--- config.mk ---
export PLATFORM = sky130hd
export DESIGN_NAME = fasr_top
export DESIGN_NICKNAME = d
export VERILOG_FILES = /design/src/include/fasr_pkg.sv /design/src/include/fasr_sticky_if.sv /design/src/rtl/fasr_sticky_bank.sv /design/src/rtl/fasr_top.sv
export SDC_FILE = /design/constraint.sdc
export NUM_CORES = 1
export LEC_CHECK = 0
export ABC_AREA = 1
export BUFFER_PORTS_ARGS = -buffer_cell sky130_fd_sc_hd__buf_2
export CAP_MARGIN = 20
export CORE_MARGIN = 2
export CORE_UTILIZATION = 25
export CTS_BUF_LIST = sky130_fd_sc_hd__clkbuf_8
export DETAILED_ROUTE_END_ITERATION = 6
export PLACE_DENSITY = 0.49
export SETUP_SLACK_MARGIN = 0.3
export SLEW_MARGIN = 20
export SYNTH_ARGS = -nofsm -noshare
export SYNTH_HDL_FRONTEND = slang
export SYNTH_SLANG_ARGS = --single-unit
--- constraint.sdc ---
create_clock -name aclk -period 1.9 [get_ports aclk]
set_input_delay 0.095 -clock aclk [delete_from_list [all_inputs] [get_ports aclk]]
set_output_delay 0.095 -clock aclk [all_outputs]
set_load 0.01 [all_outputs]
--- src/include/fasr_pkg.sv ---
/*
 Package for the fault alert status register block: register offsets,
 field positions, reset values, oscillator check timing and FSM states.
 Assumes a 32-bit AXI4-Lite register bus with byte addresses.
*/
package fasr_pkg;

   // Register byte offsets
   localparam logic [7:0] FASR_OFS_ALERT = 8'h00;
   localparam logic [7:0] FASR_OFS_CTRL = 8'h04;
   localparam logic [7:0] FASR_OFS_IRQ_STATUS = 8'h08;
   localparam logic [7:0] FASR_OFS_IRQ_MASK = 8'h0C;
   localparam logic [7:0] FASR_OFS_BALSW = 8'h10;
   localparam logic [7:0] FASR_OFS_OSC_COUNT = 8'h14;

   // Fields of fault_alert_status_1
   localparam int FASR_BIT_SLOW_OSC = 15;
   localparam int FASR_BIT_SLOW_OSC_RED = 14;
   localparam int FASR_BIT_UPPER_SE = 13;
   localparam int FASR_BIT_LOWER_SE = 12;
   localparam int FASR_BIT_UPPER_SE_RED = 11;
   localparam int FASR_BIT_LOWER_SE_RED = 10;
   localparam int FASR_BIT_SUPPLY_LSB = 7;
   localparam int FASR_BIT_GROUND_LSB = 4;
   localparam int FASR_BIT_HV_UV = 3;
   localparam int FASR_BIT_HV_HEADROOM = 2;
   localparam int FASR_BIT_HV_OV = 1;
   localparam int FASR_BIT_BALSW_SUM = 0;
   localparam int FASR_BIT_ALERT_RESET = 0;
   localparam int FASR_ALERT_W = 16;
   localparam int FASR_BALSW_N = 14;

   // Bits that a zero write may clear; the single-ended bits are read only
   localparam logic [15:0] FASR_ALERT_W0C_MASK = 16'hC3FF;
   localparam logic [15:0] FASR_ALERT_RESET_VAL = 16'h0000;
   localparam logic [15:0] FASR_IRQ_MASK_RESET_VAL = 16'h0000;
   localparam logic FASR_ALERT_RESET_FLAG_RESET_VAL = 1'b1;

   localparam logic [1:0] FASR_RESP_OKAY = 2'b00;
   localparam logic [1:0] FASR_RESP_SLVERR = 2'b10;

   // Slow oscillator check, measured on aclk
   localparam int FASR_CLK_HZ = 200_000_000;
   localparam int FASR_SLOW_OSC_HZ = 32_768;
   localparam int FASR_OSC_WINDOW_PERIODS = 2;
   localparam int FASR_OSC_TOL_PCT = 5;
   localparam int FASR_OSC_EXPECT_CYCLES =
      FASR_CLK_HZ / FASR_SLOW_OSC_HZ * FASR_OSC_WINDOW_PERIODS;

   typedef enum logic [1:0]
   {
      FASR_OSC_WAIT = 2'b01,
      FASR_OSC_COUNT = 2'b10
   } fasr_osc_state_t;

endpackage

--- src/include/fasr_sticky_if.sv ---
/*
 Interface carrying set, clear and state of a bank of sticky bits.
 Assumes the owner of the bits and its user share one clock.
*/
`timescale 1ns/100ps
interface fasr_sticky_if #(parameter int W = 16);
   logic [W-1:0] set;
   logic [W-1:0] clr;
   logic [W-1:0] q;

   modport bank
   (
      input set,
      input clr,
      output q
   );

   modport user
   (
      output set,
      output clr,
      input q
   );
endinterface

--- src/rtl/fasr_sticky_bank.sv ---
/*
 Bank of sticky bits: each bit sets on its set input and holds until cleared.
 Assumes set and clear come from logic on aclk.
*/
`timescale 1ns/100ps
module fasr_sticky_bank
   import fasr_pkg::*;
#(
   parameter int W = 16,
   parameter logic [W-1:0] RESET_VAL = '0
)
(
   input wire logic aclk,
   input wire logic aresetn,
   input wire logic ce,
   fasr_sticky_if.bank bits
);

   logic [W-1:0] next_q;

   // Set beats a simultaneous clear so no event is lost
   always_comb
   begin
      next_q = (bits.q & ~bits.clr) | bits.set;
   end

   always_ff @(posedge aclk)
   begin
      if (!aresetn)
         bits.q <= RESET_VAL;
      else if (ce)
         bits.q <= next_q;
   end

endmodule

--- src/rtl/fasr_top.sv ---
/*
 Fault alert status register with AXI4-Lite access, slow oscillator check,
 interrupt status and mask. Assumes the monitor conditions arrive
 asynchronously, while scan and acquisition signals come from aclk logic.
*/
`timescale 1ns/100ps
// Operation
// - Bit 15 latches slow oscillator deviation, zero-clear.
// - Oscillator status re-evaluated every two slow periods.
// - Bit 14 independent latch of same fault.
// - Bit 13 upper single-ended, gated by reset flag.
// - Bit 12 lower single-ended, gated by reset flag.
// - Bit 11 upper single-ended, never gated.
// - Bit 10 lower single-ended, never gated.
// - Bits 9..7 supply faults, gated, zero-clear.
// - Bits 6..4 open ground faults, gated, zero-clear.
// - Bit 3 HV undervoltage, gated, zero-clear.
// - Bit 2 headroom fault only during acquisition.
// - Bit 1 HV overvoltage, gated, zero-clear.
// - Bit 0 ORs balance alerts at scan end.
// - Bit 0 auto-clears when resolved or zero-written.
module fasr_top
   import fasr_pkg::*;
#(
   parameter int ADDR_W = 8,
   parameter int OSC_EXPECT_CYCLES = FASR_OSC_EXPECT_CYCLES
)
(
   input wire logic aclk,
   input wire logic aresetn,
   input wire logic ce,
   input wire logic [ADDR_W-1:0] s_axi_awaddr,
   input wire logic s_axi_awvalid,
   output logic s_axi_awready,
   input wire logic [31:0] s_axi_wdata,
   input wire logic [3:0] s_axi_wstrb,
   input wire logic s_axi_wvalid,
   output logic s_axi_wready,
   output logic [1:0] s_axi_bresp,
   output logic s_axi_bvalid,
   input wire logic s_axi_bready,
   input wire logic [ADDR_W-1:0] s_axi_araddr,
   input wire logic s_axi_arvalid,
   output logic s_axi_arready,
   output logic [31:0] s_axi_rdata,
   output logic [1:0] s_axi_rresp,
   output logic s_axi_rvalid,
   input wire logic s_axi_rready,
   input wire logic slow_osc_in,
   input wire logic upper_port_single_ended,
   input wire logic lower_port_single_ended,
   input wire logic [2:0] low_supply_under,
   input wire logic [2:0] ground_open,
   input wire logic hv_under,
   input wire logic hv_headroom_low,
   input wire logic hv_over,
   input wire logic acq_active,
   input wire logic [FASR_BALSW_N-1:0] balance_switch_fault,
   input wire logic balance_switch_diag_scan_done,
   output logic [FASR_ALERT_W-1:0] fault_alert_status_1,
   output logic irq
);

   localparam int OSC_TOL = OSC_EXPECT_CYCLES * FASR_OSC_TOL_PCT / 100;
   localparam int OSC_LO = OSC_EXPECT_CYCLES - OSC_TOL;
   localparam int OSC_HI = OSC_EXPECT_CYCLES + OSC_TOL;
   localparam int OSC_CNT_W = $clog2(OSC_HI + 2);
   localparam int SYNC_W = 12;

   // Two-stage synchronisers for the monitor inputs
   logic [SYNC_W-1:0] sync1;
   logic [SYNC_W-1:0] sync2;
   logic [SYNC_W-1:0] next_sync1;
   logic [SYNC_W-1:0] next_sync2;
   logic slow_osc_s;
   logic upper_se_s;
   logic lower_se_s;
   logic [2:0] supply_s;
   logic [2:0] ground_s;
   logic hv_under_s;
   logic headroom_s;
   logic hv_over_s;

   always_comb
   begin
      next_sync1 = {slow_osc_in, upper_port_single_ended, lower_port_single_ended,
                    low_supply_under, ground_open, hv_under, hv_headroom_low, hv_over};
      next_sync2 = sync1;
   end

   always_ff @(posedge aclk)
   begin
      if (!aresetn)
      begin
         sync1 <= '0;
         sync2 <= '0;
      end
      else if (ce)
      begin
         sync1 <= next_sync1;
         sync2 <= next_sync2;
      end
   end

   assign {slow_osc_s, upper_se_s, lower_se_s, supply_s, ground_s,
           hv_under_s, headroom_s, hv_over_s} = sync2;

   // Slow oscillator check: count aclk cycles over two slow periods
   fasr_osc_state_t osc_state;
   fasr_osc_state_t next_osc_state;
   logic [OSC_CNT_W-1:0] osc_cnt;
   logic [OSC_CNT_W-1:0] next_osc_cnt;
   logic [OSC_CNT_W-1:0] osc_last;
   logic [OSC_CNT_W-1:0] next_osc_last;
   logic osc_half;
   logic next_osc_half;
   logic osc_prev;
   logic osc_fault;
   logic next_osc_fault;
   logic osc_edge;

   assign osc_edge = slow_osc_s & ~osc_prev;

   always_comb
   begin
      next_osc_state = osc_state;
      next_osc_cnt = osc_cnt;
      next_osc_last = osc_last;
      next_osc_half = osc_half;
      next_osc_fault = osc_fault;
      case (osc_state)
         FASR_OSC_WAIT:
         begin
            if (osc_edge)
            begin
               next_osc_state = FASR_OSC_COUNT;
               next_osc_cnt = '0;
               next_osc_half = 1'b0;
            end
         end
         FASR_OSC_COUNT:
         begin
            next_osc_cnt = osc_cnt + 1'b1;
            if (osc_edge && osc_half)
            begin
               // Window closes on the second rising edge
               next_osc_last = next_osc_cnt;
               next_osc_fault = (next_osc_cnt < OSC_CNT_W'(OSC_LO)) ||
                                (next_osc_cnt > OSC_CNT_W'(OSC_HI));
               next_osc_cnt = '0;
               next_osc_half = 1'b0;
            end
            else if (osc_edge)
               next_osc_half = 1'b1;
            else if (osc_cnt > OSC_CNT_W'(OSC_HI))
            begin
               // A stopped oscillator never closes the window
               next_osc_last = osc_cnt;
               next_osc_fault = 1'b1;
               next_osc_state = FASR_OSC_WAIT;
            end
         end
         default:
            next_osc_state = FASR_OSC_WAIT;
      endcase
   end

   always_ff @(posedge aclk)
   begin
      if (!aresetn)
      begin
         osc_state <= FASR_OSC_WAIT;
         osc_cnt <= '0;
         osc_last <= '0;
         osc_half <= 1'b0;
         osc_prev <= 1'b0;
         osc_fault <= 1'b0;
      end
      else if (ce)
      begin
         osc_state <= next_osc_state;
         osc_cnt <= next_osc_cnt;
         osc_last <= next_osc_last;
         osc_half <= next_osc_half;
         osc_prev <= slow_osc_s;
         osc_fault <= next_osc_fault;
      end
   end

   // AXI4-Lite slave
   logic aw_held;
   logic w_held;
   logic [ADDR_W-1:0] awaddr_q;
   logic [31:0] wdata_q;
   logic [3:0] wstrb_q;
   logic [1:0] bresp_q;
   logic bvalid_q;
   logic [31:0] rdata_q;
   logic [1:0] rresp_q;
   logic rvalid_q;
   logic next_aw_held;
   logic next_w_held;
   logic [ADDR_W-1:0] next_awaddr_q;
   logic [31:0] next_wdata_q;
   logic [3:0] next_wstrb_q;
   logic [1:0] next_bresp_q;
   logic next_bvalid_q;
   logic [31:0] next_rdata_q;
   logic [1:0] next_rresp_q;
   logic next_rvalid_q;
   logic do_write;
   logic [7:0] wr_ofs;
   logic [7:0] rd_ofs;
   logic [15:0] wr_mask;
   logic alert_reset_flag;
   logic next_alert_reset_flag;
   logic [15:0] irq_mask;
   logic [15:0] next_irq_mask;
   logic wr_hit;
   logic rd_hit;

   assign s_axi_awready = ce & ~aw_held;
   assign s_axi_wready = ce & ~w_held;
   assign s_axi_arready = ce & ~rvalid_q;
   assign s_axi_bvalid = bvalid_q;
   assign s_axi_bresp = bresp_q;
   assign s_axi_rvalid = rvalid_q;
   assign s_axi_rdata = rdata_q;
   assign s_axi_rresp = rresp_q;

   assign do_write = aw_held & w_held & ~bvalid_q;
   assign wr_ofs = {awaddr_q[7:2], 2'b00};
   assign rd_ofs = {s_axi_araddr[7:2], 2'b00};
   assign wr_mask = {{8{wstrb_q[1]}}, {8{wstrb_q[0]}}};
   assign wr_hit = (wr_ofs == FASR_OFS_ALERT) || (wr_ofs == FASR_OFS_CTRL) ||
                   (wr_ofs == FASR_OFS_IRQ_STATUS) || (wr_ofs == FASR_OFS_IRQ_MASK) ||
                   (wr_ofs == FASR_OFS_BALSW) || (wr_ofs == FASR_OFS_OSC_COUNT);
   assign rd_hit = (rd_ofs == FASR_OFS_ALERT) || (rd_ofs == FASR_OFS_CTRL) ||
                   (rd_ofs == FASR_OFS_IRQ_STATUS) || (rd_ofs == FASR_OFS_IRQ_MASK) ||
                   (rd_ofs == FASR_OFS_BALSW) || (rd_ofs == FASR_OFS_OSC_COUNT);

   fasr_sticky_if #(.W(FASR_ALERT_W)) alert_bits ();
   fasr_sticky_if #(.W(FASR_ALERT_W)) irq_bits ();

   always_comb
   begin
      next_aw_held = aw_held;
      next_w_held = w_held;
      next_awaddr_q = awaddr_q;
      next_wdata_q = wdata_q;
      next_wstrb_q = wstrb_q;
      next_bresp_q = bresp_q;
      next_bvalid_q = bvalid_q;
      next_rdata_q = rdata_q;
      next_rresp_q = rresp_q;
      next_rvalid_q = rvalid_q;
      next_alert_reset_flag = alert_reset_flag;
      next_irq_mask = irq_mask;
      if (s_axi_awvalid && s_axi_awready)
      begin
         next_aw_held = 1'b1;
         next_awaddr_q = s_axi_awaddr;
      end
      if (s_axi_wvalid && s_axi_wready)
      begin
         next_w_held = 1'b1;
         next_wdata_q = s_axi_wdata;
         next_wstrb_q = s_axi_wstrb;
      end
      if (do_write)
      begin
         next_aw_held = 1'b0;
         next_w_held = 1'b0;
         next_bvalid_q = 1'b1;
         next_bresp_q = wr_hit ? FASR_RESP_OKAY : FASR_RESP_SLVERR;
         if (wr_ofs == FASR_OFS_CTRL && wstrb_q[0])
            next_alert_reset_flag = wdata_q[FASR_BIT_ALERT_RESET];
         if (wr_ofs == FASR_OFS_IRQ_MASK)
            next_irq_mask = (irq_mask & ~wr_mask) | (wdata_q[15:0] & wr_mask);
      end
      else if (bvalid_q && s_axi_bready)
         next_bvalid_q = 1'b0;
      if (s_axi_arvalid && s_axi_arready)
      begin
         next_rvalid_q = 1'b1;
         next_rresp_q = rd_hit ? FASR_RESP_OKAY : FASR_RESP_SLVERR;
         case (rd_ofs)
            FASR_OFS_ALERT: next_rdata_q = {16'h0000, alert_bits.q};
            FASR_OFS_CTRL: next_rdata_q = {31'h0000_0000, alert_reset_flag};
            FASR_OFS_IRQ_STATUS: next_rdata_q = {16'h0000, irq_bits.q};
            FASR_OFS_IRQ_MASK: next_rdata_q = {16'h0000, irq_mask};
            FASR_OFS_BALSW: next_rdata_q = {18'h0_0000, balance_switch_fault};
            FASR_OFS_OSC_COUNT: next_rdata_q = 32'(osc_last);
            default: next_rdata_q = 32'h0000_0000;
         endcase
      end
      else if (rvalid_q && s_axi_rready)
         next_rvalid_q = 1'b0;
   end

   always_ff @(posedge aclk)
   begin
      if (!aresetn)
      begin
         aw_held <= 1'b0;
         w_held <= 1'b0;
         awaddr_q <= '0;
         wdata_q <= 32'h0000_0000;
         wstrb_q <= 4'h0;
         bresp_q <= FASR_RESP_OKAY;
         bvalid_q <= 1'b0;
         rdata_q <= 32'h0000_0000;
         rresp_q <= FASR_RESP_OKAY;
         rvalid_q <= 1'b0;
         alert_reset_flag <= FASR_ALERT_RESET_FLAG_RESET_VAL;
         irq_mask <= FASR_IRQ_MASK_RESET_VAL;
      end
      else if (ce)
      begin
         aw_held <= next_aw_held;
         w_held <= next_w_held;
         awaddr_q <= next_awaddr_q;
         wdata_q <= next_wdata_q;
         wstrb_q <= next_wstrb_q;
         bresp_q <= next_bresp_q;
         bvalid_q <= next_bvalid_q;
         rdata_q <= next_rdata_q;
         rresp_q <= next_rresp_q;
         rvalid_q <= next_rvalid_q;
         alert_reset_flag <= next_alert_reset_flag;
         irq_mask <= next_irq_mask;
      end
   end

   // Alert sources and clears
   logic balsw_any;
   logic gate_open;
   logic [15:0] zero_clear;

   assign balsw_any = |balance_switch_fault;
   assign gate_open = ~alert_reset_flag;
   // Only a zero in a strobed, clearable lane clears a bit
   assign zero_clear = (do_write && wr_ofs == FASR_OFS_ALERT) ?
                       (wr_mask & ~wdata_q[15:0] & FASR_ALERT_W0C_MASK) : 16'h0000;

   always_comb
   begin
      alert_bits.set = '0;
      alert_bits.set[FASR_BIT_SLOW_OSC] = osc_fault;
      alert_bits.set[FASR_BIT_SLOW_OSC_RED] = osc_fault;
      alert_bits.set[FASR_BIT_UPPER_SE] = upper_se_s & gate_open;
      alert_bits.set[FASR_BIT_LOWER_SE] = lower_se_s & gate_open;
      alert_bits.set[FASR_BIT_UPPER_SE_RED] = upper_se_s;
      alert_bits.set[FASR_BIT_LOWER_SE_RED] = lower_se_s;
      alert_bits.set[FASR_BIT_SUPPLY_LSB +: 3] = supply_s & {3{gate_open}};
      alert_bits.set[FASR_BIT_GROUND_LSB +: 3] = ground_s & {3{gate_open}};
      alert_bits.set[FASR_BIT_HV_UV] = hv_under_s & gate_open;
      alert_bits.set[FASR_BIT_HV_HEADROOM] = headroom_s & acq_active;
      alert_bits.set[FASR_BIT_HV_OV] = hv_over_s & gate_open;
      alert_bits.set[FASR_BIT_BALSW_SUM] = balance_switch_diag_scan_done & balsw_any;
      alert_bits.clr = zero_clear;
      // Scan with every alert resolved drops the summary
      alert_bits.clr[FASR_BIT_BALSW_SUM] = zero_clear[FASR_BIT_BALSW_SUM] |
         (balance_switch_diag_scan_done & ~balsw_any);
   end

   // Interrupt status catches each newly set alert; write one to clear
   always_comb
   begin
      irq_bits.set = alert_bits.set & ~alert_bits.q;
      irq_bits.clr = (do_write && wr_ofs == FASR_OFS_IRQ_STATUS) ?
                     (wr_mask & wdata_q[15:0]) : 16'h0000;
   end

   fasr_sticky_bank #(
      .W(FASR_ALERT_W),
      .RESET_VAL(FASR_ALERT_RESET_VAL)
   ) u_alert_bank (
      .aclk(aclk),
      .aresetn(aresetn),
      .ce(ce),
      .bits(alert_bits)
   );

   fasr_sticky_bank #(
      .W(FASR_ALERT_W),
      .RESET_VAL(FASR_ALERT_RESET_VAL)
   ) u_irq_bank (
      .aclk(aclk),
      .aresetn(aresetn),
      .ce(ce),
      .bits(irq_bits)
   );

   assign fault_alert_status_1 = alert_bits.q;
   assign irq = |(irq_bits.q & irq_mask);

endmodule

# After elaboration in Yosys (flattened, before gate mapping)
# Cells that the tools add are included.
[classes]
addsub = 1
order_cmp = 3
eq_ne = 18
muxes = 31
bitwise_logic = 38
reduce_logical = 44
[ops]
columns = ["op", "count"]
rows = [
  ["bitwise AND 16 bit", 7],
  ["case mux 16 bit (6 select lines)", 1],
  ["NOT 16 bit", 5],
  ["2-to-1 mux 14 bit", 5],
  ["bitwise OR 16 bit", 3],
  ["2-to-1 mux 16 bit", 2],
  ["> comparator 14 bit (second input constant)", 2],
  ["case mux 14 bit (2 select lines)", 1],
  ["== test 6 x 2 -> 1 bit (second input constant)", 4],
  ["== test 6 x 3 -> 1 bit (second input constant)", 4],
  ["logical NOT 8 bit", 2],
  ["AND reduction 2 bit", 8],
  ["OR reduction 16 bit", 1],
  ["adder 14 x 1 -> 14 bit (second input constant)", 1],
  ["< comparator 14 bit (second input constant)", 1],
  ["2-to-1 mux 1 bit", 14],
  ["OR reduction 14 bit", 1],
  ["bitwise AND 1 bit", 13],
  ["== test 6 x 1 -> 1 bit (second input constant)", 2],
  ["2-to-1 mux 2 bit", 6],
  ["nonzero test 2 bit", 6],
  ["logical OR 1 bit", 11],
  ["logical AND 1 bit", 9],
  ["AND reduction 3 bit", 3],
  ["other kinds (12)", 23],
]
[totals]
register_bits = 172
inputBits = 88
out_inout_bits = 58
word_cells = 157

# Depth between registers and ports, before layout
# Gate-level depths: netlist of run 1.
[logic_depth]
word_depth = 8
ltp_mapped = 14
depth_no_buf = 14

# By module
# Synthesis of run 1 repeated with hierarchy kept, for this count alone.
[unflattened]
hier_cells = 1076
area_unflattened_um2 = 7367.1
[modules_own_cells]
columns = ["mod", "instances", "cells_per_inst", "area_per_inst_um2"]
rows = [
  ["fasr_top", 1, 906, 6128.4],
  ["fasr_sticky_bank", 2, 85, 619.3],
]

# Worst setup path before layout of run 1
# OpenSTA, ideal clock, no wires.
[synth_timing]
path_type = "register -> register"
start = "register osc_cnt[1]"
end = "register osc_fault"
arrival_ns = 1.419
required_time_ns = 1.781
slack_ns = 0.361
path_stages_with_launch = 11
path_buffers = 0
synth_period_minus_slack_ns = 1.539
path_cell_list = "dfxtp_1 > ha_1 > nand2_1 > nor2_2 > nand4_1 > nand2_1 > nand2_1 > nor2_1 > nand2_1 > a21oi_1 > a21oi_2"
[synth_between]
elab_chain_len = 4
elab_cells_between_ends = 8
classes_between = "add/sub: 1; order compare: 3; mux: 1; reduce/logical: 3"
[synth_rtl]
columns = ["element", "line_no", "text"]
rows = [
  ["from (decl)", "fasr_top.sv:111", "logic [OSC_CNT_W-1:0] osc_cnt;"],
  ["from (signal assigned)", "fasr_top.sv:182", "osc_cnt <= next_osc_cnt;"],
  ["adder 14 x 1 -> 14 bit", "fasr_top.sv:143", "next_osc_cnt = osc_cnt + 1'b1;"],
  ["< comparator 14 bit / > comparator 14 bit (equally long branches)", "fasr_top.sv:148, fasr_top.sv:149", ""],
  ["logical OR 1 bit", "fasr_top.sv:148", "next_osc_fault = (next_osc_cnt < OSC_CNT_W'(OSC_LO)) ||"],
  ["2-to-1 mux 1 bit", "fasr_top.sv:144", "if (osc_edge && osc_half)"],
  ["to (signal assigned)", "fasr_top.sv:186", "osc_fault <= next_osc_fault;"],
  ["to (decl)", "fasr_top.sv:118", "logic osc_fault;"],
]
# Parallel ways exist; a longest one is shown, timed or not.
# A chain may end at the register's enable or synchronous reset.

==> out/metrics.cfg, run 1 <==
[logic_synthesis]
syn-instance-count=952
ys_warn_count=0
syn_avg_cell_area_um2=7.32
synth.yosys.seq_area_share=0.437
post_synth_num_cell_types=48
post_synth_edffs=0
mapped_area_um2=6970
yosys_reg_bits=152
postSynth.topFlopCell=sky130_fd_sc_hd__dfxtp_1
share_of_flip_flops_with_an_asynchronous_set_or_reset=0

[global_route]
gr-total-overflow=0
grt_max_degree=77
track_usage=0.149
first_global_vias=6151
antenna_found_initial=1
grt_pass1_wl_um=33800

[floorplan]
die_width_um=171
boundaryPins=146
fp.dieH_um=171
floorplan.initialDensity=0.252
num_rows=61
dieArea_um2=29200
core_area_um2=27600

[placed_design]
portBuffers=105
hpwlAfterDp_um=15700
place.detailed.instances=1414
pre_cts_ws_ns=-0.0200
gpl.final_weighted_congestion=0.773

[critical_path]
timing.critical_path.arrival_ns=1.64
timing.critical_path.from_type=flop
critical_path.reg2reg.startpoint=osc_cnt[1]
timing.critical_path.to_type=primary output
classification_of_the_worst_setup_path=flop to primary output
critical_path_peak_fanout=2
worst_ep_required_time_ns=1.80

[timing]
clock.fmax_ghz=0.576
worstMarginPinSlew_ns=0.590
timing.final.max_slew_violations=0
layout_setup_ws_ns=0.163
timing.final.crit_share=0.914
setup-violations-final=0
endpoints_failing_hold=0
slew_headroom=0.606
finalClockSkew_ns=0.0106
fin_crit_ns=1.74
grt_setup_unrepaired=yes

[layout]
area_growth_syn_to_fin_pct=38.0
final_common_cell=sky130_fd_sc_hd__nand2_1
drive_above_1_share=0.295
count_of_fill_cells_added_during_filler_insertion=3062
most-common-layout-cells=sky130_fd_sc_hd__nand2_1, sky130_fd_sc_hd__dfxtp_1, sky130_fd_sc_hd__buf_2
instances_no_fill=1523
layout.nets=1225
diodes=0

[drt]
routedWlPerCell_um=14.7
iteration_count_of_the_initial_detailed_routing_pass=5
drtIter0Drc=404
postRouteAntennaNets=0
post-route-drc-count=0
total_number_of_vias=6891
finalWirelength_um=22300
detail_route.vias_per_cell=4.52

[clocking]
clkSlewWorstSetupHoldPaths_ns=0.10
clockRootBuffer=sky130_fd_sc_hd__clkbuf_8
clk_latency_ns=0.46
tritoncts=built
maximum_buffer_depth_of_the_clock_tree=2
cts.sinks=152
cts_inserted_buffers=17
htree_levels=4

[power]
power.sequential.fraction=0.503
p_int_mw=4.69
peakVddDrop_mv=0.331
p_leak_nw=3.89
power_switching_share=0.295
p_switching_mw=1.96
power_frac_clock=0.390
pwr_density_cell_nw_per_um2=692
pwr-share-comb=0.107

[run_status]
run_status=complete, no violations

[worst_hold_path]
min-delay-start=aresetn
min_path_type=input pin to flop

[run]
timing.max_cap.violations=0

-- cells in the mapped netlist, drive strengths merged, types with 2 or more instances --
cell / count / area (µm²)
o21ai: 81 / 405
a21oi: 117 / 593
a22oi: 19 / 143
a22o: 3 / 26.3
or2: 11 / 68.8
dfxtp: 152 / 3040
a2111oi: 2 / 17.5
xor2: 3 / 33.8
o31ai: 19 / 143
a211oi: 12 / 100
nand4: 19 / 125
nor4: 2 / 12.5
nor3: 8 / 67.6
clkbuf: 27 / 101
ha: 5 / 62.6
o211ai: 2 / 15.0
nand3: 31 / 155
a221oi: 4 / 35.0
inv: 71 / 267
nor2: 97 / 392
nand2: 217 / 830
a31oi: 3 / 18.8
buf: 38 / 250
-- repair_timing --
item,CTS,global route
cloned,3,2
hold endpoints to repair,44,0
setup buffers,9,17
pin swaps,13,50
gates resized for setup,46,133
hold buffers,46,0
endpoints found under the setup margin,45,60
-- routing by layer --
layer | track usage | wire (µm) | vias up
li1 | - | - | 3537
met1 | 0.221 | 11300 | 3180
met2 | 0.217 | 9630 | 156
met3 | 0.0308 | 1150 | 16
met4 | 0.0446 | 248 | 2
met5 | 0 | 13 | -
-- path summary, 6_finish.rpt --
| check | to | slack [ns] | cells past startpoint |
|---|---|---|---|
| worst min-delay path | next_sync2[9] | 0.04 | 3 |
| worst max-delay path | irq | 0.16 | 4 |
| worst max register to register | osc_last[12] | 0.26 | 8 |
| worst min register to register | s_axi_rdata[14] | 0.47 | 2 |
-- power groups by stage --
| stage | Clock [mW] | Combinational [mW] | Sequential (mW) |
|---|---|---|---|
| floorplan | 0 | 0.352 | 3.41 |
| global placement | 0 | 0.568 | 3.42 |
| detailed placement | 0 | 0.566 | 3.42 |
| CTS | 2.68 | 0.651 | 3.34 |
| global route | 2.82 | 0.793 | 3.36 |
| finish | 2.59 | 0.714 | 3.34 |
-- critical path: stages (launching register included) --
cell and delay (ns):
sky130_fd_sc_hd__dfxtp_2 0.33, sky130_fd_sc_hd__a22o_1 0.23, sky130_fd_sc_hd__a221oi_2 0.25, sky130_fd_sc_hd__nand4_1 0.19, sky130_fd_sc_hd__buf_2 0.18
-- through the flow --
step	hold WS, ns	utilization	total power, mW	cell area, µm²	TNS (ns)
6_report	0.0445	0.348	6.65	9610	0
2_1_floorplan	0.230	-	3.76	7030	0
3_3_place_gp	0.321	0.287	3.98	7920	0
4_1_cts	0.00567	0.327	6.68	9050	0
5_1_grt	0.0359	0.348	6.97	9610	0
3_5_place_dp	0.323	0.287	3.98	7920	-0.0372
-- cell type report --
type                       count  area, µm²  area share
clock inverter                15        180      0.0187
timing repair buffer         206       1510       0.157
clock buffer                  17        234      0.0243
timing repair inverter         1       16.3     0.00169
sequential                   152       3080       0.320
inverter                      72        298      0.0310
tap                          378        473      0.0492
multi-input combinational    682       3820       0.398
-- logic make-up (layout without fill, tap and decap cells) --
| group | Yosys count | in the layout | synth area share |
|---|---|---|---|
| other | 1 | 18 | 0.000538 |
| adder cells (fa/ha/maj) | 5 | 5 | 0.00898 |
| multiplexers | 1 | 1 | 0.00144 |
| AND/OR/NAND/NOR | 389 | 391 | 0.241 |
| buffers and inverters | 137 | 311 | 0.0894 |
| AO/OA/AOI/OAI | 263 | 263 | 0.216 |
| XOR/XNOR | 4 | 4 | 0.00611 |
| flip-flops | 152 | 152 | 0.437 |
Note: power is estimated with default switching activity, not from simulation.
==> run 2: changes to the inputs <==
- CORE_UTILIZATION: 25 -> 43
- PLACE_DENSITY: 0.49 -> 0.71
- RECOVER_POWER: unset -> 25
==> run 2 against run 1 <==
  * Critical path depth stayed put
  * Largest cell class unchanged
  * Die area fell by 41%
  * Cell area fell by 3.0%
  * Critical path type unchanged
  * Sequential power about the same
==> out/metrics.cfg, run 2 (synthesis gave the netlist of run 1 again) <==
[run_status]
run_status=complete, no violations

[timing]
timing.final.crit_share=0.913  ; -0.00115
worstMarginPinSlew_ns=0.904  ; +0.314 ns
finalClockSkew_ns=0.0126  ; +0.00206 ns
fin_crit_ns=1.73  ; -0.00218 ns
slew_headroom=0.397  ; -0.209
timing.final.max_slew_violations=0  ; unchanged
clock.fmax_ghz=0.576  ; +0.13%
grt_setup_unrepaired=yes
setup-violations-final=0  ; unchanged
totalNegativeSetupSlack_ns=0  ; unchanged
endpoints_failing_hold=0  ; unchanged
holdWs_ns=0.0799  ; +0.0354 ns

[global_route]
antenna_found_initial=0  ; -1
track_usage=0.228  ; +0.0782
grt_pass1_wl_um=31800  ; -6.1%
first_global_vias=6327  ; +2.9%
gr-total-overflow=0  ; unchanged
grt_max_degree=58  ; -25%

[drt]
drtIter0Drc=623  ; +54%
postRouteAntennaNets=0  ; unchanged
post-route-drc-count=0  ; unchanged
finalWirelength_um=20600  ; -7.6%
routedWlPerCell_um=15.3  ; +4.0%
total_number_of_vias=7149  ; +3.7%
iteration_count_of_the_initial_detailed_routing_pass=6  ; +1
detail_route.vias_per_cell=5.28  ; +17%

[critical_path]
worstPathCellList=a22o_1 > a221oi_2 > nand4_1 > buf_2
worst_ep_required_time_ns=1.80  ; about the same
critical_path_peak_fanout=2  ; unchanged
worst_path_max_delay_cell=sky130_fd_sc_hd__dfxtp_2
timing.critical_path.slowest_cell_delay_ns=0.32  ; about the same
classification_of_the_worst_setup_path=flop to primary output
timing.critical_path.to_type=primary output
timing.critical_path.from_type=flop
timing.critical_path.arrival_ns=1.64  ; about the same

[layout]
count_of_fill_cells_added_during_filler_insertion=1433  ; -53%
drive_above_1_share=0.265  ; -0.0305
area_growth_syn_to_fin_pct=33.8
final_common_cell=sky130_fd_sc_hd__nand2_1
most-common-layout-cells=sky130_fd_sc_hd__nand2_1, sky130_fd_sc_hd__dfxtp_1, sky130_fd_sc_hd__a21oi_1
diodes=0  ; unchanged
postLayoutCoreUtil=0.587  ; +0.239
layout.nets=1218  ; -0.57%

[placed_design]
portBuffers=105  ; unchanged
gpl.final_weighted_congestion=0.862  ; +12%
hpwlAfterDp_um=13300  ; -15%

[clocking]
clockRootBuffer=sky130_fd_sc_hd__clkbuf_8
clkSlewWorstSetupHoldPaths_ns=0.09  ; about the same
clk_latency_ns=0.46  ; about the same
maximum_buffer_depth_of_the_clock_tree=2  ; unchanged
cts.sinks=152  ; unchanged
cts_inserted_buffers=17  ; unchanged
htree_levels=4  ; unchanged
tritoncts=built

[power]
pwr-share-comb=0.109  ; +0.002
power.sequential.fraction=0.514  ; +0.011
peakVddDrop_mv=0.449  ; +35%
p_total_mw=6.54  ; -1.8%
power_switching_share=0.265  ; -0.0297
power_frac_clock=0.377  ; -0.013
p_switching_mw=1.73  ; -12%
p_leak_nw=3.71  ; -4.5%
pwr_density_cell_nw_per_um2=701  ; +1.3%
p_int_mw=4.80  ; +2.4%

[floorplan]
die_width_um=131  ; -23%
fp.dieH_um=131  ; -23%
boundaryPins=146  ; unchanged
num_rows=46  ; -25%
core_area_um2=15900  ; -43%
dieArea_um2=17200  ; -41%
floorplan.initialDensity=0.439  ; +0.186

[worst_hold_path]
min_path_type=input pin to flop

[run]
timing.max_cap.violations=0  ; unchanged

[run 2: cell count changes in the layout (fill, tap and decap cells not counted), sizes merged]
cell / delta
buf: -31
bufinv: +1
clkbuf: +23
clkinv: +2
clkinvlp: +1
dlygate4sd3: +1
inv: -5
[run 2: repair_timing]
action                                  4_1_cts  5_1_grt
hold endpoints to repair                     46        0
pin swaps                                     9       46
gates cloned                                  3        3
resized for setup                            34      135
setup buffers                                 5       15
endpoints found under the setup margin       38       60
hold buffers                                 47        0
[run 2: power groups by stage]
stage	Combinational [mW]	Clock (mW)	Sequential (mW)
floorplan	0.352	0	3.41
global placement	0.528	0	3.42
detailed placement	0.534	0	3.42
CTS	0.617	2.50	3.34
global route	0.781	2.64	3.37
finish	0.712	2.46	3.36
[run 2: final timing paths]
kind           startpoint                      to  slack (ns)  depth (start not counted)
max                  flop                     irq        0.17                          4
min                    ce            s_axi_bvalid        0.08                          3
max reg2reg   awaddr_q[7]  u_alert_bank.bits.q[5]        0.20                          7
min reg2reg  osc_state[1]            osc_state[1]        0.46                          2
[run 2: area by class of cell]
cell class / instances / area [µm²] / share of cell area
inverters: 72 / 300 / 0.0322
well taps: 216 / 270 / 0.0290
multi-input cells: 682 / 3870 / 0.416
clock buffers: 19 / 262 / 0.0280
clock inverters: 12 / 128 / 0.0137
flip-flops and latches: 152 / 3070 / 0.329
repair buffers: 197 / 1390 / 0.149
repair inverters: 3 / 31.3 / 0.00336
[run 2: stage by stage]
step	setup WS, ns	std cells	cell area [µm²]
floorplan	0.361	969	7030
global placement	0.0372	1249	7670
detailed placement	0.0144	1249	7670
CTS	0.147	1335	8720
global route	0.112	1353	9320
finish	0.165	1353	9320
[run 2: per-layer routing]
layer  wire [µm]  vias up  track usage
li1            -     3517            -
met1        9420     3291        0.324
met2        9280      302        0.342
met3        1500       39       0.0444
met4         447        0       0.0857
met5           0        -            0
[run 2: worst max-delay path: cells and delay by family, from the launching register on]
kind / cells / cell delay, ns
and+or+nand+nor: 1 / 0.19
AOI/OAI and AO/OA: 2 / 0.49
buffers and inverters: 1 / 0.18
DFF: 1 / 0.32
==> run 3: changes to the inputs <==
- CORE_ASPECT_RATIO: unset -> 0.5
- GPL_TIMING_DRIVEN: unset -> 0
==> run 3 against run 2 <==
  * Count of clock-buffer cells in the layout down 1
  * Largest power group unchanged
  * Worst hold slack worse by 0.032 ns
  * Worst setup slack better by 0.018 ns
  * Critical endpoint unchanged
  * Routed wire length up 14%
  * Sequential share of layout area down 1.0 points
  * Die area up 0.36%
  * Utilization up 2.9 points
  * The run now ends with design-rule violations left
==> out/metrics.cfg, run 3 (synthesis gave the netlist of run 1 again) <==
[run_status]
run_status=complete, but fails checks
failed_checks=design-rule violations

[clocking]
clockRootBuffer=sky130_fd_sc_hd__clkbuf_8
clkSlewWorstSetupHoldPaths_ns=0.10  ; about the same
clk_latency_ns=0.47  ; about the same
htree_levels=4  ; unchanged
cts_inserted_buffers=17  ; unchanged
maximum_buffer_depth_of_the_clock_tree=2  ; unchanged
cts.sinks=152  ; unchanged
tritoncts=built

[drt]
finalWirelength_um=23500  ; +14%
total_number_of_vias=7538  ; +5.4%
post-route-drc-count=2  ; +2
postRouteAntennaNets=0  ; unchanged
sum_of_met2_wire_segment_lengths_after_detailed_routing_um=11200  ; +20%
detail_route.vias_per_cell=5.43  ; +2.7%
top_layer=met4
drtIter0Drc=704  ; +13%
wl_met1_um=10200  ; +8.7%
iteration_count_of_the_initial_detailed_routing_pass=7  ; +1
wl_met3_um=1710  ; +14%
routedWlPerCell_um=16.9  ; +11%

[global_route]
gr-total-overflow=0  ; unchanged
grt_pass1_wl_um=35100  ; +11%
track_usage=0.263  ; +0.0353
first_global_vias=6956  ; +9.9%
antenna_found_initial=0  ; unchanged
grt_max_degree=17  ; -71%

[power]
peakVddDrop_mv=0.457  ; +1.7%
pwr_density_cell_nw_per_um2=686  ; -2.1%
p_leak_nw=3.87  ; +4.3%

[floorplan]
fp.dieH_um=94.0  ; -28%
boundaryPins=146  ; unchanged
num_rows=32  ; -30%
dieArea_um2=17300  ; +0.36%
core_area_um2=15600  ; -1.7%
die_width_um=184  ; +40%
floorplan.initialDensity=0.446  ; +0.00759

[critical_path]
classification_of_the_worst_setup_path=flop to primary output
cp_num_buf_inv=1  ; unchanged
worst-r2r-cell-count=11  ; +4
worstPathCellList=a22o_1 > a221oi_2 > nand4_1 > buf_2
timing.critical_path.to_type=primary output
critical-path-top-delay-family=compound AO/OA/AOI/OAI gates
timing.critical_path.slowest_cell_delay_ns=0.33  ; about the same
timing.critical_path.from_type=flop
critical_path_peak_fanout=2  ; unchanged
timing.critical_path.depth=4  ; unchanged
worst_path_max_delay_cell=sky130_fd_sc_hd__dfxtp_2
worst_ep_required_time_ns=1.80  ; about the same
timing.critical_path.arrival_ns=1.62  ; -0.02 ns
critical_path.reg2reg.startpoint=osc_cnt[1]

[placed_design]
portBuffers=103  ; -1.9%
gpl.final_weighted_congestion=0.926  ; +7.3%
hpwlAfterDp_um=15900  ; +20%
place.detailed.instances=1276  ; +2.2%

[timing]
grt_setup_unrepaired=yes
totalNegativeSetupSlack_ns=0  ; unchanged
clock.fmax_ghz=0.583  ; +1.0%
finalClockSkew_ns=0.0144  ; +0.00176 ns
timing.final.crit_share=0.904  ; -0.00941
fin_crit_ns=1.72  ; -0.0179 ns
timing.final.max_slew_violations=0  ; unchanged
endpoints_failing_hold=0  ; unchanged
slew_headroom=0.408  ; +0.0114
worstMarginPinSlew_ns=0.887  ; -0.0171 ns
setup-violations-final=0  ; unchanged

[layout]
final_common_cell=sky130_fd_sc_hd__nand2_1
instances_no_fill=1389  ; +2.7%
layout.nets=1265  ; +3.9%
most-common-layout-cells=sky130_fd_sc_hd__nand2_1, sky130_fd_sc_hd__dfxtp_1, sky130_fd_sc_hd__a21oi_1
area_growth_syn_to_fin_pct=37.9
drive_above_1_share=0.277  ; +0.0121
diodes=0  ; unchanged

[worst_hold_path]
worstHoldPathCells=4  ; +1
min_path_type=input pin to flop
min-delay-start=s_axi_arvalid

[run]
timing.max_cap.violations=0  ; unchanged

[run 3: repair_timing]
item,4_1_cts,5_1_grt
gates cloned,2,4
hold buffers,45,0
setup buffers,16,14
pin swaps,25,50
setup endpoints to repair,59,74
gates resized for setup,74,132
hold endpoints to repair,44,0
[run 3: path summary, 6_finish.rpt]
check,slack (ns),to
worst max-delay path,0.18,irq
worst min-delay path,0.05,s_axi_rdata[1]
worst max register to register,0.20,osc_fault
worst min register to register,0.47,s_axi_rdata[4]
[run 3: report_power, final]
group	switching [mW]	internal, mW
Sequential	0.0791	3.28
Combinational	0.448	0.294
Clock	1.39	1.10
[run 3: stage by stage]
stage	power (mW)	util	worst slack (ns)	instance area, µm²	hold slack (ns)
floorplan	3.76	-	0.361	7030	0.230
global placement	3.98	0.500	0.00633	7800	0.317
detailed placement	3.99	0.500	0.00589	7800	0.322
CTS	6.50	0.575	0.206	8970	0.0377
global route	6.83	0.615	0.109	9610	0.0914
finish	6.60	0.615	0.183	9610	0.0482
[run 3: per-layer routing]
metal,track usage,vias up
li1,-,3610
met1,0.341,3530
met2,0.448,349
met3,0.0457,49
met4,0.0833,0
met5,0,-
[run 3: final cells by class]
class	instances	area (µm²)
timing repair inverter	1	7.51
fill	1400	6000
sequential	152	3070
multi-input combinational	680	3890
clock inverter	14	134
tap	204	255
buffer	65	424
clock buffer	18	248
inverter	72	284
timing repair buffer	183	1300
[run 3: worst min-delay path, delay by kind of cell]
family	cells	cell delay, ns
and+or+nand+nor	2	0.24
buffers and inverters	1	0.08
AOI/OAI and AO/OA	1	0.06
